File: config.mk
export PLATFORM = sky130hd
export DESIGN_NAME = atf_framer
export DESIGN_NICKNAME = d
export VERILOG_FILES = /design/src/hdl/atf_pkg.sv /design/src/hdl/atf_framer.sv
export SDC_FILE = /design/constraint.sdc
export NUM_CORES = 1
export LEC_CHECK = 0
export BUFFER_PORTS_ARGS = -buffer_cell sky130_fd_sc_hd__buf_2
export CAP_MARGIN = 15
export CORE_MARGIN = 3
export CORE_UTILIZATION = 44
export CTS_CLUSTER_DIAMETER = 50
export DETAILED_ROUTE_END_ITERATION = 8
export PLACE_DENSITY = 0.68
export REMOVE_ABC_BUFFERS = 1
export SLEW_MARGIN = 10
export SYNTH_ARGS = -nofsm -noshare
export SYNTH_HDL_FRONTEND = slang
export SYNTH_SLANG_ARGS = --single-unit
File: constraint.sdc
create_clock -name clk_i -period 5.5 [get_ports clk_i]
set_clock_uncertainty 0.15 [all_clocks]
set_input_delay 0.825 -clock clk_i [delete_from_list [all_inputs] [get_ports clk_i]]
set_output_delay 0.825 -clock clk_i [all_outputs]
set_load 0.02 [all_outputs]
File: src/hdl/atf_pkg.sv
// Constants, types and register map of the advertising telegram framer
package atf_pkg;

    // Fixed frame fields
    localparam logic [7:0]  PREAMBLE       = 8'hAA;
    localparam logic [31:0] ACCESS_ADDR    = 32'h8E89BED6;
    localparam logic [15:0] HDR_DATA       = 16'h1342;
    localparam logic [15:0] HDR_COMM       = 16'h2442;
    localparam logic [7:0]  PAY_LEN_DATA   = 8'h0C;
    localparam logic [7:0]  PAY_LEN_COMM   = 8'h1D;
    localparam logic [7:0]  PAY_TYPE       = 8'hFF;

    // Byte positions inside a frame and payload lengths
    localparam logic [5:0]  POS_HDR        = 6'h05;
    localparam logic [5:0]  POS_PAY        = 6'h0D;
    localparam logic [5:0]  PLEN_DATA      = 6'h0D;
    localparam logic [5:0]  PLEN_COMM      = 6'h1E;
    localparam logic [5:0]  CRC_BYTES      = 6'h03;

    // Checksum of the advertising channel
    localparam logic [23:0] CRC_INIT       = 24'h555555;
    localparam logic [23:0] CRC_POLY       = 24'h00065B;

    // Channels and whitening seeds
    localparam logic [6:0]  CH_DEF0        = 7'h25;
    localparam logic [6:0]  CH_DEF1        = 7'h26;
    localparam logic [6:0]  CH_DEF2        = 7'h27;
    localparam logic [6:0]  CH_STD_MAX     = 7'h27;
    localparam logic [6:0]  CH_CUSTOM_BASE = 7'h28;
    localparam logic [6:0]  CUSTOM_MHZ_OFS = 7'h03;

    // Address type markers and random source seed
    localparam logic [1:0]  STATIC_TOP     = 2'h3;
    localparam logic [1:0]  RPA_TOP        = 2'h1;
    localparam logic [23:0] LFSR_SEED      = 24'h000001;

    // Event spacing
    localparam int unsigned CLK_PERIOD_NS      = 10;
    localparam int unsigned INTERVAL_LONG_MS   = 20;
    localparam int unsigned INTERVAL_SHORT_MS  = 10;
    localparam int unsigned INTERVAL_LONG_CYC  = INTERVAL_LONG_MS * 1000000 / CLK_PERIOD_NS;
    localparam int unsigned INTERVAL_SHORT_CYC = INTERVAL_SHORT_MS * 1000000 / CLK_PERIOD_NS;
    localparam logic [3:0]  MIN_EVENTS     = 4'h2;

    // Register byte offsets
    localparam logic [7:0]  REG_CTRL       = 8'h00;
    localparam logic [7:0]  REG_CHAN       = 8'h04;
    localparam logic [7:0]  REG_ADDR       = 8'h08;
    localparam logic [7:0]  REG_MANUF      = 8'h0C;
    localparam logic [7:0]  REG_SEQ        = 8'h10;
    localparam logic [7:0]  REG_STATUS     = 8'h14;
    localparam logic [7:0]  REG_SRC_LO     = 8'h18;
    localparam logic [7:0]  REG_SRC_HI     = 8'h1C;

    // Control field positions and reset values
    localparam int          CTRL_SHORT_BIT = 0;
    localparam int          CTRL_RPA_BIT   = 1;
    localparam int          CTRL_UKEY_BIT  = 2;
    localparam int          CTRL_EVT_LSB   = 4;
    localparam logic [3:0]  EVENTS_RST     = 4'h3;
    localparam int          CHAN0_LSB      = 0;
    localparam int          CHAN1_LSB      = 8;
    localparam int          CHAN2_LSB      = 16;
    localparam int          CHEN_LSB       = 24;
    localparam logic [2:0]  CHEN_RST       = 3'h7;
    localparam int          STAT_BUSY_BIT  = 0;
    localparam int          STAT_SLOT_LSB  = 4;
    localparam int          STAT_EVT_LSB   = 8;

    // Controller states
    typedef enum logic [1:0] {ST_IDLE, ST_CRYPTO, ST_FRAME, ST_GAP} atf_state_e;

    // One byte towards the radio
    typedef struct packed {
        logic [7:0] data;
        logic       first;
        logic       last;
        logic [6:0] channel;
        logic [6:0] whiten_seed;
    } atf_tx_s;

    // Request to the hash and signature engine
    typedef struct packed {
        logic         need_hash;
        logic         need_sig;
        logic [23:0]  prand;
        logic [127:0] key;
        logic [31:0]  seq;
        logic [7:0]   status;
    } atf_crypto_req_s;

    // Answer of the hash and signature engine
    typedef struct packed {
        logic [23:0] hash;
        logic [31:0] sig;
    } atf_crypto_rsp_s;

endpackage

File: src/hdl/atf_framer.sv
// Advertising telegram framer: event scheduler, frame builder and Wishbone registers
//
// Our own choices: register access over Wishbone and the register offsets.
`timescale 1ns/100ps
module atf_framer
    import atf_pkg::*;
#(
    parameter int unsigned    LONG_CYC     = atf_pkg::INTERVAL_LONG_CYC,
    parameter int unsigned    SHORT_CYC    = atf_pkg::INTERVAL_SHORT_CYC,
    parameter logic [15:0]    DEV_TYPE     = 16'hC3A5, // Arbitrary value
    parameter logic [3:0]     TYPE_NIBBLE  = 4'h9, // Arbitrary value
    parameter logic [27:0]    ADDR_RST     = 28'h0000001,
    parameter logic [15:0]    MANUF_RST    = 16'h0F0F
) (
    // Clock and reset
    input  wire logic                      clk_i,
    input  wire logic                      rst_i,
    // Wishbone slave
    input  wire logic                      wb_cyc_i,
    input  wire logic                      wb_stb_i,
    input  wire logic                      wb_we_i,
    input  wire logic [7:0]                wb_adr_i,
    input  wire logic [3:0]                wb_sel_i,
    input  wire logic [31:0]               wb_dat_i,
    output logic      [31:0]               wb_dat_o,
    output logic                           wb_ack_o,
    // Telegram request
    input  wire logic                      tx_start_i,
    input  wire logic                      tx_commission_i,
    input  wire logic [7:0]                tx_status_i,
    output logic                           busy_o,
    // Keys held in non-volatile storage
    input  wire logic [127:0]              factory_key_i,
    input  wire logic [127:0]              user_key_i,
    // Hash and signature engine
    output logic                           crypto_req_o,
    output atf_pkg::atf_crypto_req_s       crypto_o,
    input  wire logic                      crypto_done_i,
    input  wire atf_pkg::atf_crypto_rsp_s  crypto_i,
    // Byte stream to the radio
    output logic                           tx_valid_o,
    output atf_pkg::atf_tx_s               tx_o,
    input  wire logic                      tx_ready_i
);
    import atf_pkg::*;

    // Shift one byte, LSB first, through the checksum register
    function automatic logic [23:0] crc_upd(input logic [23:0] c, input logic [7:0] b);
        logic [23:0] r;
        logic        fb;
        r = c;
        for (int i = 0; i < 8; i++) begin
            fb = r[23] ^ b[i];
            r  = {r[22:0], 1'b0};
            if (fb) begin
                r = r ^ CRC_POLY;
            end
        end
        return r;
    endfunction

    // Checksum goes out high bit first on air, so each byte is bit reversed
    function automatic logic [7:0] crc_out(input logic [23:0] c, input logic [1:0] k);
        logic [7:0] o;
        o = 8'h00;
        for (int i = 0; i < 8; i++) begin
            o[i] = c[23 - 8 * int'(k) - i];
        end
        return o;
    endfunction

    // First enabled slot at or above a start slot, with found flag on top
    function automatic logic [2:0] slot_from(input logic [2:0] mask, input logic [2:0] from);
        logic [2:0] r;
        r = 3'h0;
        for (int i = 2; i >= 0; i--) begin
            if (mask[i] && (3'(i) >= from)) begin
                r = {1'b1, 2'(i)};
            end
        end
        return r;
    endfunction

    // Whitening seed from channel number
    function automatic logic [6:0] wseed(input logic [6:0] ch);
        logic [6:0] s;
        if (ch <= CH_STD_MAX) begin
            s = ch;
        end else begin
            s = 7'((ch - CH_CUSTOM_BASE) << 1) + CUSTOM_MHZ_OFS;
        end
        return s;
    endfunction

    // Byte-lane merge of a Wishbone write
    function automatic logic [31:0] merge(input logic [31:0] old, input logic [31:0] nw, input logic [3:0] sel);
        logic [31:0] r;
        r = old;
        for (int i = 0; i < 4; i++) begin
            if (sel[i]) begin
                r[8*i +: 8] = nw[8*i +: 8];
            end
        end
        return r;
    endfunction

    // Configuration and state registers
    logic                  short_r;
    logic                  rpa_r;
    logic                  ukey_r;
    logic [3:0]            events_r;
    logic [6:0]            chan_r [3];
    logic [2:0]            chen_r;
    logic [27:0]           addr_r;
    logic [15:0]           manuf_r;
    logic [31:0]           seq_r;
    logic                  ack_r;
    logic [31:0]           rd_r;
    atf_state_e            state_r;
    logic                  comm_r;
    logic [7:0]            status_r;
    logic [31:0]           sig_r;
    logic [47:0]           src_r;
    logic [23:0]           lfsr_r;
    logic [23:0]           crc_r;
    logic [5:0]            idx_r;
    logic [1:0]            slot_r;
    logic [3:0]            evt_r;
    logic [31:0]           gap_r;
    logic                  tx_valid_r;
    atf_tx_s               tx_r;
    atf_crypto_req_s       creq_r;

    // Register images for reads and byte-lane writes
    wire logic [31:0]      ctrl_img   = {24'h0, events_r, 1'b0, ukey_r, rpa_r, short_r};
    wire logic [31:0]      chan_img   = {5'h0, chen_r, 1'b0, chan_r[2], 1'b0, chan_r[1], 1'b0, chan_r[0]};
    wire logic [31:0]      addr_img   = {4'h0, addr_r};
    wire logic [31:0]      manuf_img  = {16'h0, manuf_r};
    wire logic [31:0]      status_img = {20'h0, evt_r, 2'h0, slot_r, 3'h0, busy_o};

    // Bus decode: one cycle answer for every address, unmapped reads give zero
    wire logic             wb_req     = wb_cyc_i & wb_stb_i & ~ack_r;
    wire logic             wb_wr      = wb_req & wb_we_i;
    wire logic [31:0]      ctrl_w     = merge(ctrl_img, wb_dat_i, wb_sel_i);
    wire logic [31:0]      chan_w     = merge(chan_img, wb_dat_i, wb_sel_i);
    wire logic [31:0]      addr_w     = merge(addr_img, wb_dat_i, wb_sel_i);
    wire logic [31:0]      manuf_w    = merge(manuf_img, wb_dat_i, wb_sel_i);
    wire logic [31:0]      rd_mux     = (wb_adr_i == REG_CTRL)   ? ctrl_img :
                                        (wb_adr_i == REG_CHAN)   ? chan_img :
                                        (wb_adr_i == REG_ADDR)   ? addr_img :
                                        (wb_adr_i == REG_MANUF)  ? manuf_img :
                                        (wb_adr_i == REG_SEQ)    ? seq_r :
                                        (wb_adr_i == REG_STATUS) ? status_img :
                                        (wb_adr_i == REG_SRC_LO) ? src_r[31:0] :
                                        (wb_adr_i == REG_SRC_HI) ? {16'h0, src_r[47:32]} : 32'h0;

    // Addresses: fixed type fields, configurable tail, private from random plus hash
    wire logic [47:0]      static_adr = {STATIC_TOP, DEV_TYPE[13:0], TYPE_NIBBLE, addr_r};
    wire logic [23:0]      prand      = {RPA_TOP, lfsr_r[21:0]};
    wire logic [127:0]     irk        = ukey_r ? user_key_i : factory_key_i;

    // Frame content, byte 0 in the low bits so each field leaves LSB first
    wire logic [5:0]       plen       = comm_r ? PLEN_COMM : PLEN_DATA;
    wire logic [5:0]       crc_pos    = POS_PAY + plen;
    wire logic [5:0]       flen       = crc_pos + CRC_BYTES;
    wire logic [15:0]      hdr        = comm_r ? HDR_COMM : HDR_DATA;
    wire logic [239:0]     pay_data   = {136'h0, sig_r, status_r, seq_r, manuf_r, PAY_TYPE, PAY_LEN_DATA};
    wire logic [239:0]     pay_comm   = {static_adr, creq_r.key, seq_r, manuf_r, PAY_TYPE, PAY_LEN_COMM};
    wire logic [343:0]     front      = {comm_r ? pay_comm : pay_data, src_r, hdr, ACCESS_ADDR, PREAMBLE};
    wire logic [5:0]       crc_k      = idx_r - crc_pos;
    wire logic [7:0]       cur_byte   = (idx_r < crc_pos) ? front[8 * idx_r +: 8] : crc_out(crc_r, crc_k[1:0]);
    wire logic             in_crc     = (idx_r >= POS_HDR) && (idx_r < crc_pos);

    // Channel stepping and event bookkeeping
    wire logic [2:0]       chen_eff   = (chen_r == 3'h0) ? CHEN_RST : chen_r;
    wire logic [2:0]       first_slot = slot_from(chen_eff, 3'h0);
    wire logic [2:0]       next_slot  = slot_from(chen_eff, 3'({1'b0, slot_r}) + 3'h1);
    wire logic [3:0]       events_eff = (events_r < MIN_EVENTS) ? MIN_EVENTS : events_r;
    wire logic             last_evt   = (evt_r + 4'h1) >= events_eff;
    wire logic [31:0]      gap_load   = short_r ? 32'(SHORT_CYC - 1) : 32'(LONG_CYC - 1);
    wire logic             out_free   = ~tx_valid_r | tx_ready_i;
    wire logic             frame_end  = (state_r == ST_FRAME) && out_free && (idx_r == flen);
    wire logic             start_ok   = (state_r == ST_IDLE) && tx_start_i;
    wire logic             need_hash  = rpa_r;
    wire logic             need_sig   = ~tx_commission_i;

    // Bus answer and read data, both registered
    always_ff @(posedge clk_i) begin
        if (rst_i) begin
            ack_r <= 1'b0;
            rd_r  <= 32'h0;
        end else begin
            ack_r <= wb_req;
            rd_r  <= rd_mux;
        end
    end

    // Configuration written by software; defaults as after production
    always_ff @(posedge clk_i) begin
        if (rst_i) begin
            short_r   <= 1'b0;
            rpa_r     <= 1'b0;
            ukey_r    <= 1'b0;
            events_r  <= EVENTS_RST;
            chan_r[0] <= CH_DEF0;
            chan_r[1] <= CH_DEF1;
            chan_r[2] <= CH_DEF2;
            chen_r    <= CHEN_RST;
            addr_r    <= ADDR_RST;
            manuf_r   <= MANUF_RST;
        end else if (wb_wr) begin
            if (wb_adr_i == REG_CTRL) begin
                short_r  <= ctrl_w[CTRL_SHORT_BIT];
                rpa_r    <= ctrl_w[CTRL_RPA_BIT];
                ukey_r   <= ctrl_w[CTRL_UKEY_BIT];
                events_r <= ctrl_w[CTRL_EVT_LSB +: 4];
            end
            if (wb_adr_i == REG_CHAN) begin
                chan_r[0] <= chan_w[CHAN0_LSB +: 7];
                chan_r[1] <= chan_w[CHAN1_LSB +: 7];
                chan_r[2] <= chan_w[CHAN2_LSB +: 7];
                chen_r    <= chan_w[CHEN_LSB +: 3];
            end
            if (wb_adr_i == REG_ADDR) begin
                addr_r <= addr_w[27:0];
            end
            if (wb_adr_i == REG_MANUF) begin
                manuf_r <= manuf_w[15:0];
            end
        end
    end

    // Free running random source for the private address
    always_ff @(posedge clk_i) begin
        if (rst_i) begin
            lfsr_r <= LFSR_SEED;
        end else begin
            lfsr_r <= {lfsr_r[22:0], lfsr_r[23] ^ lfsr_r[22] ^ lfsr_r[21] ^ lfsr_r[16]};
        end
    end

    // Sequence counter: counts whole telegrams, not events or frames
    always_ff @(posedge clk_i) begin
        if (rst_i) begin
            seq_r <= 32'h0;
        end else if (frame_end && !next_slot[2] && last_evt) begin
            seq_r <= seq_r + 32'h1;
        end
    end

    // Telegram capture and engine request; hash and signature are external
    always_ff @(posedge clk_i) begin
        if (rst_i) begin
            comm_r   <= 1'b0;
            status_r <= 8'h00;
            creq_r   <= '0;
        end else if (start_ok) begin
            comm_r           <= tx_commission_i;
            status_r         <= tx_status_i;
            creq_r.need_hash <= need_hash;
            creq_r.need_sig  <= need_sig;
            creq_r.prand     <= prand;
            creq_r.key       <= irk;
            creq_r.seq       <= seq_r;
            creq_r.status    <= tx_status_i;
        end
    end

    // Source address and signature, fixed for all events of one telegram
    always_ff @(posedge clk_i) begin
        if (rst_i) begin
            src_r <= 48'h0;
            sig_r <= 32'h0;
        end else if (start_ok && !need_hash) begin
            src_r <= static_adr;
        end else if ((state_r == ST_CRYPTO) && crypto_done_i) begin
            if (creq_r.need_hash) begin
                src_r <= {creq_r.prand, crypto_i.hash};
            end
            if (creq_r.need_sig) begin
                sig_r <= crypto_i.sig;
            end
        end
    end

    // Sequencer: engine wait, frames on each enabled slot, gaps between events
    always_ff @(posedge clk_i) begin
        if (rst_i) begin
            state_r <= ST_IDLE;
            slot_r  <= 2'h0;
            evt_r   <= 4'h0;
            gap_r   <= 32'h0;
            idx_r   <= 6'h0;
            crc_r   <= CRC_INIT;
        end else begin
            case (state_r)
                ST_IDLE: begin
                    if (tx_start_i) begin
                        evt_r  <= 4'h0;
                        slot_r <= first_slot[1:0];
                        idx_r  <= 6'h0;
                        crc_r  <= CRC_INIT;
                        if (need_hash || need_sig) begin
                            state_r <= ST_CRYPTO;
                        end else begin
                            state_r <= ST_FRAME;
                        end
                    end
                end
                ST_CRYPTO: begin
                    if (crypto_done_i) begin
                        state_r <= ST_FRAME;
                    end
                end
                ST_FRAME: begin
                    if (out_free && (idx_r != flen)) begin
                        idx_r <= idx_r + 6'h1;
                        if (in_crc) begin
                            crc_r <= crc_upd(crc_r, cur_byte);
                        end
                    end else if (frame_end) begin
                        idx_r <= 6'h0;
                        crc_r <= CRC_INIT;
                        if (next_slot[2]) begin
                            slot_r <= next_slot[1:0];
                        end else if (last_evt) begin
                            state_r <= ST_IDLE;
                        end else begin
                            evt_r   <= evt_r + 4'h1;
                            gap_r   <= gap_load;
                            state_r <= ST_GAP;
                        end
                    end
                end
                ST_GAP: begin
                    if (gap_r == 32'h0) begin
                        slot_r  <= first_slot[1:0];
                        state_r <= ST_FRAME;
                    end else begin
                        gap_r <= gap_r - 32'h1;
                    end
                end
                default: begin
                    state_r <= ST_IDLE;
                end
            endcase
        end
    end

    // Output stage: a byte stands until the radio takes it
    always_ff @(posedge clk_i) begin
        if (rst_i) begin
            tx_valid_r <= 1'b0;
            tx_r       <= '0;
        end else if (out_free) begin
            if ((state_r == ST_FRAME) && (idx_r != flen)) begin
                tx_valid_r       <= 1'b1;
                tx_r.data        <= cur_byte;
                tx_r.first       <= (idx_r == 6'h0);
                tx_r.last        <= (idx_r == flen - 6'h1);
                tx_r.channel     <= chan_r[slot_r];
                tx_r.whiten_seed <= wseed(chan_r[slot_r]);
            end else begin
                tx_valid_r <= 1'b0;
            end
        end
    end

    // Outputs
    assign wb_ack_o     = ack_r;
    assign wb_dat_o     = rd_r;
    assign busy_o       = (state_r != ST_IDLE);
    assign crypto_req_o = (state_r == ST_CRYPTO);
    assign crypto_o     = creq_r;
    assign tx_valid_o   = tx_valid_r;
    assign tx_o         = tx_r;

endmodule

# Word level (Yosys, flattened, before mapping)
# Memory sizes are Yosys's and may differ from the RTL's. A register that Yosys moved wholly into a read port is not among the register bits.
# Index checks and enable logic that the tools add are counted.
# op_classes
n_bitwise	30
order_cmp	16
div	0
eq_ne	24
multipliers	0
reduce_logical	49
shift	1
addsub	19
mux	137
# op_table
cell	n
24-bit two-way mux	32
344-bit by 10-bit indexed part select with 8-bit output	1
32-bit two-way mux	8
240-bit two-way mux	1
32-bit by 7-bit less-than comparator with 1-bit output, second input constant	6
48-bit two-way mux	3
128-bit two-way mux	1
11-bit two-way mux	8
32-bit case mux with 2 select lines	1
28-bit two-way mux	2
7-bit NOT	8
7-bit two-way mux	7
24-bit case mux with 2 select lines	1
1-bit binary-select mux with 5-bit select	8
2-bit two-way mux	18
32-bit by 1-bit adder with 32-bit output, second input constant	1
8-bit by 5-bit equality test with 1-bit output, second input constant	4
32-bit zero test	1
32-bit by 1-bit subtractor with 32-bit output, second input constant	1
3-bit AND reduction	10
6-bit by 4-bit subtractor with 7-bit output, second input constant	4
27-bit two-way mux	1
4-bit two-way mux	6
6-bit AND reduction	4
other kinds (61)	139
# word_totals
reg_bits	512
romBits	0
latchBits	0
n_memories	1
ram_bits	21
# memory_table
memory	words	word_bits	rd	rd_clocked_by_memory_dff	wr	line_no	text
chan_r	3	7	4	1	3	atf_framer.sv:112	logic [6:0] chan_r [3];

# Depth between registers and ports, before layout
# logic_depth
ltp_word	56
mapped_depth	17

# Worst setup path after synthesis
# No wires, ideal clock.
# synth_path
kind	reg2reg
start	register idx_r[0]
end	register crc_r[10]
arrival_time_ps	3599
setup_time_ps	72
stages_incl_launch_ff	17
period_less_slack_ps	3821
setup_slack_ps	1679
path_buffers	3
path_cell_list	dfxtp_1 buf_4 buf_6 inv_1 ha_1 inv_1 ha_1 o211a_1 o21ai_0 nor2b_1 clkbuf_2 o211ai_1 o32a_2 xnor2_4 xnor3_1 xnor3_1 a2bb2oi_1
# synth_between
elab_chain_cells	50
elab_cells_between_ends	81
# synth_rtl
element	line_no	text
start: declaration	atf_framer.sv:126	logic [5:0] idx_r;
start signal: assignment	atf_framer.sv:317	idx_r <= idx_r + 6'h1;
2-bit subtractor	atf_framer.sv:170	wire logic [5:0] crc_k = idx_r - crc_pos;
5-bit by 5-bit subtractor with 6-bit output	atf_framer.sv:67	o[i] = c[23 - 8 * int'(k) - i];
1-bit binary-select mux with 5-bit select	atf_framer.sv:67	
1-bit two-way mux (implied by the code) (2 in a row)	atf_framer.sv:67	
8-bit two-way mux	atf_framer.sv:171	wire logic [7:0] cur_byte = (idx_r < crc_pos) ? front[8 * idx_r +: 8] : crc_out(crc_r, crc_k[1:0]);
1-bit bitwise XOR	atf_framer.sv:53	fb = r[23] ^ b[i];
11-bit two-way mux	atf_framer.sv:55	if (fb) begin
24-bit two-way mux	atf_framer.sv:318	if (in_crc) begin
[... 33 more ...]	--	
24-bit two-way mux	atf_framer.sv:316	if (out_free && (idx_r != flen)) begin
24-bit two-way mux	atf_framer.sv:296	case (state_r)
24-bit two-way mux	atf_framer.sv:288	if (rst_i) begin
7-bit NOT (no source line)	--	
11-bit two-way mux	atf_framer.sv:55	
24-bit two-way mux	atf_framer.sv:318	
24-bit two-way mux	atf_framer.sv:316	
24-bit case mux with 2 select lines	atf_framer.sv:296	
end signal: assignment	atf_framer.sv:319	crc_r <= crc_upd(crc_r, cur_byte);
end: declaration	atf_framer.sv:125	logic [23:0] crc_r;
# Several ways; a longest one is shown, not always the timed one. The select of a mux whose other input is x is not followed.
# A chain may end at the register's enable or synchronous reset.

# Worst setup path in the final report
# layout_path
start	register idx_r[1]
end	register crc_r[10]
# The elaborated chain is that of the path after synthesis.

==> flow_metrics.py <==
metrics = {
    "grt": {
        "grt_overflow": 0,
        "grt_max_degree": 201,
        "grtUsageTotal_pct": 34.4,
        "grt_pass1_wl_um": 155000,
        "antenna_found_initial": 33,
        "grt_pass1_vias": 22700,
    },
    "critical_path": {
        "crit_buf_inv": 0,
        "rrSetupSlack_ns": 1.13,
        "cp_max_fo": 52,
        "crit_path_frequent_cell": "xnor3_1",
        "arrival_ns": 4.76,
        "cp_slowest_stage_delay_ns": 0.86,
        "cpMaxStageDelayCell": "dfxtp_4",
        "path_delay_family": "compound AO/OA/AOI/OAI gates",
        "crit_path_cell_trace": "or2_0 -> a21oi_1 -> a2111oi_0 -> a221oi_1 -> a31oi_1 -> xnor2_2 -> xnor3_1 -> xnor3_1 -> a2bb2oi_1",
        "startpoint_type": "flop",
        "critPathRequiredTime_ns": 5.89,
        "crit_path_end_kind": "flop",
        "path_class": "reg -> reg",
    },
    "cells_and_area": {
        "fillers": 5555,
        "area_delta_synth_final_pct": 22.9,
        "utilization_pct": 54.8,
        "stdcell_count": 4271,
        "layout-drive-gt1-share_pct": 24.6,
        "final_area_um2": 31700,
        "nets": 3827,
    },
    "floorplanning": {
        "start_util_pct": 44.6,
        "rows": 88,
        "die_h_um": 248,
        "die_width_um": 248,
        "ios": 627,
        "die_area_um2": 61500,
        "core_um2": 57800,
    },
    "sta": {
        "setup_viol": 0,
        "rsz0062_at_grt": "no",
        "max_slew_margin_pct": 27.0,
        "hold_viol_final": 0,
        "drv_slew": 0,
        "finalWorstSetupSlack_ns": 1.13,
        "setup_tns_ns": 0,
        "fmax_ghz": 0.229,
        "worstMarginPinSlew_ns": 1.10,
        "period_share_pct": 79.4,
        "period_needed_ns": 4.37,
    },
    "routing": {
        "drc": 0,
        "via_count": 25100,
        "first_iter_violations": 2897,
        "detail-route-antenna-nets": 0,
        "wire_per_inst_um": 25.8,
        "drt-vias-per-instance": 5.87,
        "wl_um": 110000,
        "drt_pass1_iterations": 7,
    },
    "power_and_ir_drop": {
        "p_leak_nw": 12.3,
        "pwr-share-clk_pct": 42.9,
        "peakVddDrop_uv": 255,
        "pwr-share-comb_pct": 16.8,
        "p_per_area_nw_per_um2": 338,
        "p_int_mw": 7.45,
        "p_seq_share_pct": 40.4,
        "switchingPower_mw": 3.25,
        "netSwitchingFraction_pct": 30.4,
    },
    "synth": {
        "yosysWarnings": 0,
        "avgSynthCellArea_um2": 8.82,
        "synth_edf_count": 21,
        "synthDistinctLibCells": 86,
        "synthCells": 2923,
        "synth_async_sr_flop_share_pct": 0,
        "netlist_area_um2": 25800,
        "ys.flop_type": "dfxtp_1",
        "ys_ff_latch": 535,
        "yosysSeqAreaShare_pct": 42.4,
    },
    "cts": {
        "clkTransAtPathRegs_ns": 0.06,
        "cts-buffers-inserted": 69,
        "hold_buffers": 0,
        "cts.repair.resized": 0,
        "cts_tree": "built",
        "cts_sinks": 535,
        "clk_latency_ns": 0.61,
        "cts_setup_buffers": 0,
        "htreeDepth": 3,
        "cts_root_buf": "clkbuf_16",
        "cts_buffer_depth": 3,
    },
    "run_status": {
        "status": "finished, final reports clean",
    },
    "placement": {
        "placed_cells": 4126,
        "placed_cell_area_um2": 29300,
        "portBuffers": 621,
        "routabilityCongestion": 0.953,
        "dp_hpwl_um": 83800,
        "place_ws_ns": 1.26,
    },
    "hold_path": {
        "min-delay-path-class": "reg -> reg",
    },
    "run": {
        "cap_violations": 0,
    },
}
==> synth_stat cells, types with 40 or more instances <==
master | n | area share, %
o21ai_0 | 71 | 1.4
clkbuf_1 | 176 | 2.6
a22oi_1 | 41 | 1.2
nand2_1 | 353 | 5.1
a21oi_1 | 253 | 4.9
nor2b_1 | 51 | 1.2
xor2_1 | 40 | 1.4
a211oi_1 | 154 | 4.5
nand3_1 | 41 | 0.80
nor2_1 | 387 | 5.6
mux2i_1 | 268 | 10
nor3_1 | 43 | 0.84
dfxtp_1 | 514 | 40
==> cells by family (layout without fill, tap and decap cells) <==
family / Yosys count / after routing / share of synthesized area, %
AOI/OAI and AO/OA: 703 / 703 / 17.7
xor gates and xnor gates: 87 / 87 / 3.52
adders and majority gates: 22 / 22 / 1.07
buffers and inverters: 259 / 822 / 4.37
DFF: 535 / 535 / 42.4
muxes: 313 / 313 / 14.0
other: 1 / 21 / 0.0146
and+or+nand+nor: 1003 / 1003 / 16.9
==> cell usage in the layout (no fill, tap or decap), drive strengths merged, types with 11 or more instances in the layout <==
cell type,Yosys,final
buf,51,666
dfxtp,514,514
nor2,387,387
nand2,353,353
mux2i,268,268
a21oi,254,254
a211oi,154,154
clkbuf,177,94
o21ai,83,83
nor2b,51,51
nor3,44,44
a22oi,41,41
nand3,41,41
inv,29,41
xor2,40,40
xnor2,40,40
mux4,37,37
nand2b,31,31
o22ai,27,27
a211o,23,23
and3,23,23
ha,22,22
edfxtp,21,21
diode,0,20
or3,16,16
and2,15,15
a31oi,14,14
a222oi,13,13
clkinv,2,12
nor4,11,11
==> worst register-to-register path, delay by kind of cell, from the launching register on <==
kind             cells  cell delay, ns
AO/OA/AOI/OAI        5            1.64
XOR/XNOR             3            1.02
flip-flops           1            0.86
AND/OR/NAND/NOR      1            0.64
==> flip-flops by register name, summed over array words and instances, names as in the netlist, 2 cells and up, named ones only <==
register and count:
addr_r 28, chan_r 21, chen_r 3, crc_r 24
crypto_o 193, events_r 4, evt_r 4, gap_r 32
idx_r 6, lfsr_r 24, manuf_r 16, seq_r 32
sig_r 32, slot_r 2, src_r 48, state_r 2
tx_o 24, wb_dat_o 32
==> path summary, 6_finish.rpt <==
path	depth (start not counted)	end	from
setup reg to reg	9	crc_r[10]$_SDFFE_PP1P_	idx_r[1]$_SDFFE_PP0P_
hold / removal	2	crypto_o[175]$_SDFFE_PP0P_	lfsr_r[7]$_SDFF_PP0_
hold reg to reg	2	crypto_o[175]$_SDFFE_PP0P_	lfsr_r[7]$_SDFF_PP0_
setup / recovery	9	crc_r[10]$_SDFFE_PP1P_	idx_r[1]$_SDFFE_PP0P_
==> power groups by stage <==
stage	Clock, mW	Combinational [mW]	Sequential, mW
finish	4.59	1.79	4.32
global route	4.79	1.92	4.34
CTS	4.63	1.77	4.31
detailed placement	0	1.76	4.40
global placement	0	1.75	4.39
floorplan	0	0.858	4.54
==> metal layers <==
layer,part of all wire [%],track usage (%)
met1,39,45.0
met2,45,53.8
met3,12,10.6
met4,3.6,11.6
met5,0.11,0
==> through the flow <==
step	power, mW	hold slack [ns]
2_1_floorplan	5.40	0.271
3_3_place_gp	6.14	0.282
3_5_place_dp	6.16	0.288
4_1_cts	10.7	0.276
5_1_grt	11.0	0.288
6_report	10.7	0.296
==> cell type report <==
type / count / area (um2) / area share, %
Timing Repair Buffer: 666 / 3530 / 11.2
Clock buffer: 94 / 2000 / 6.33
Inverter: 31 / 116 / 0.368
Multi-Input combinational cell: 2129 / 13700 / 43.4
Antenna cell: 20 / 50.0 / 0.158
Clock inverter: 31 / 319 / 1.01
Sequential cell: 535 / 10900 / 34.5
Tap cell: 765 / 957 / 3.02
Power figures use the tool's default switching activity.
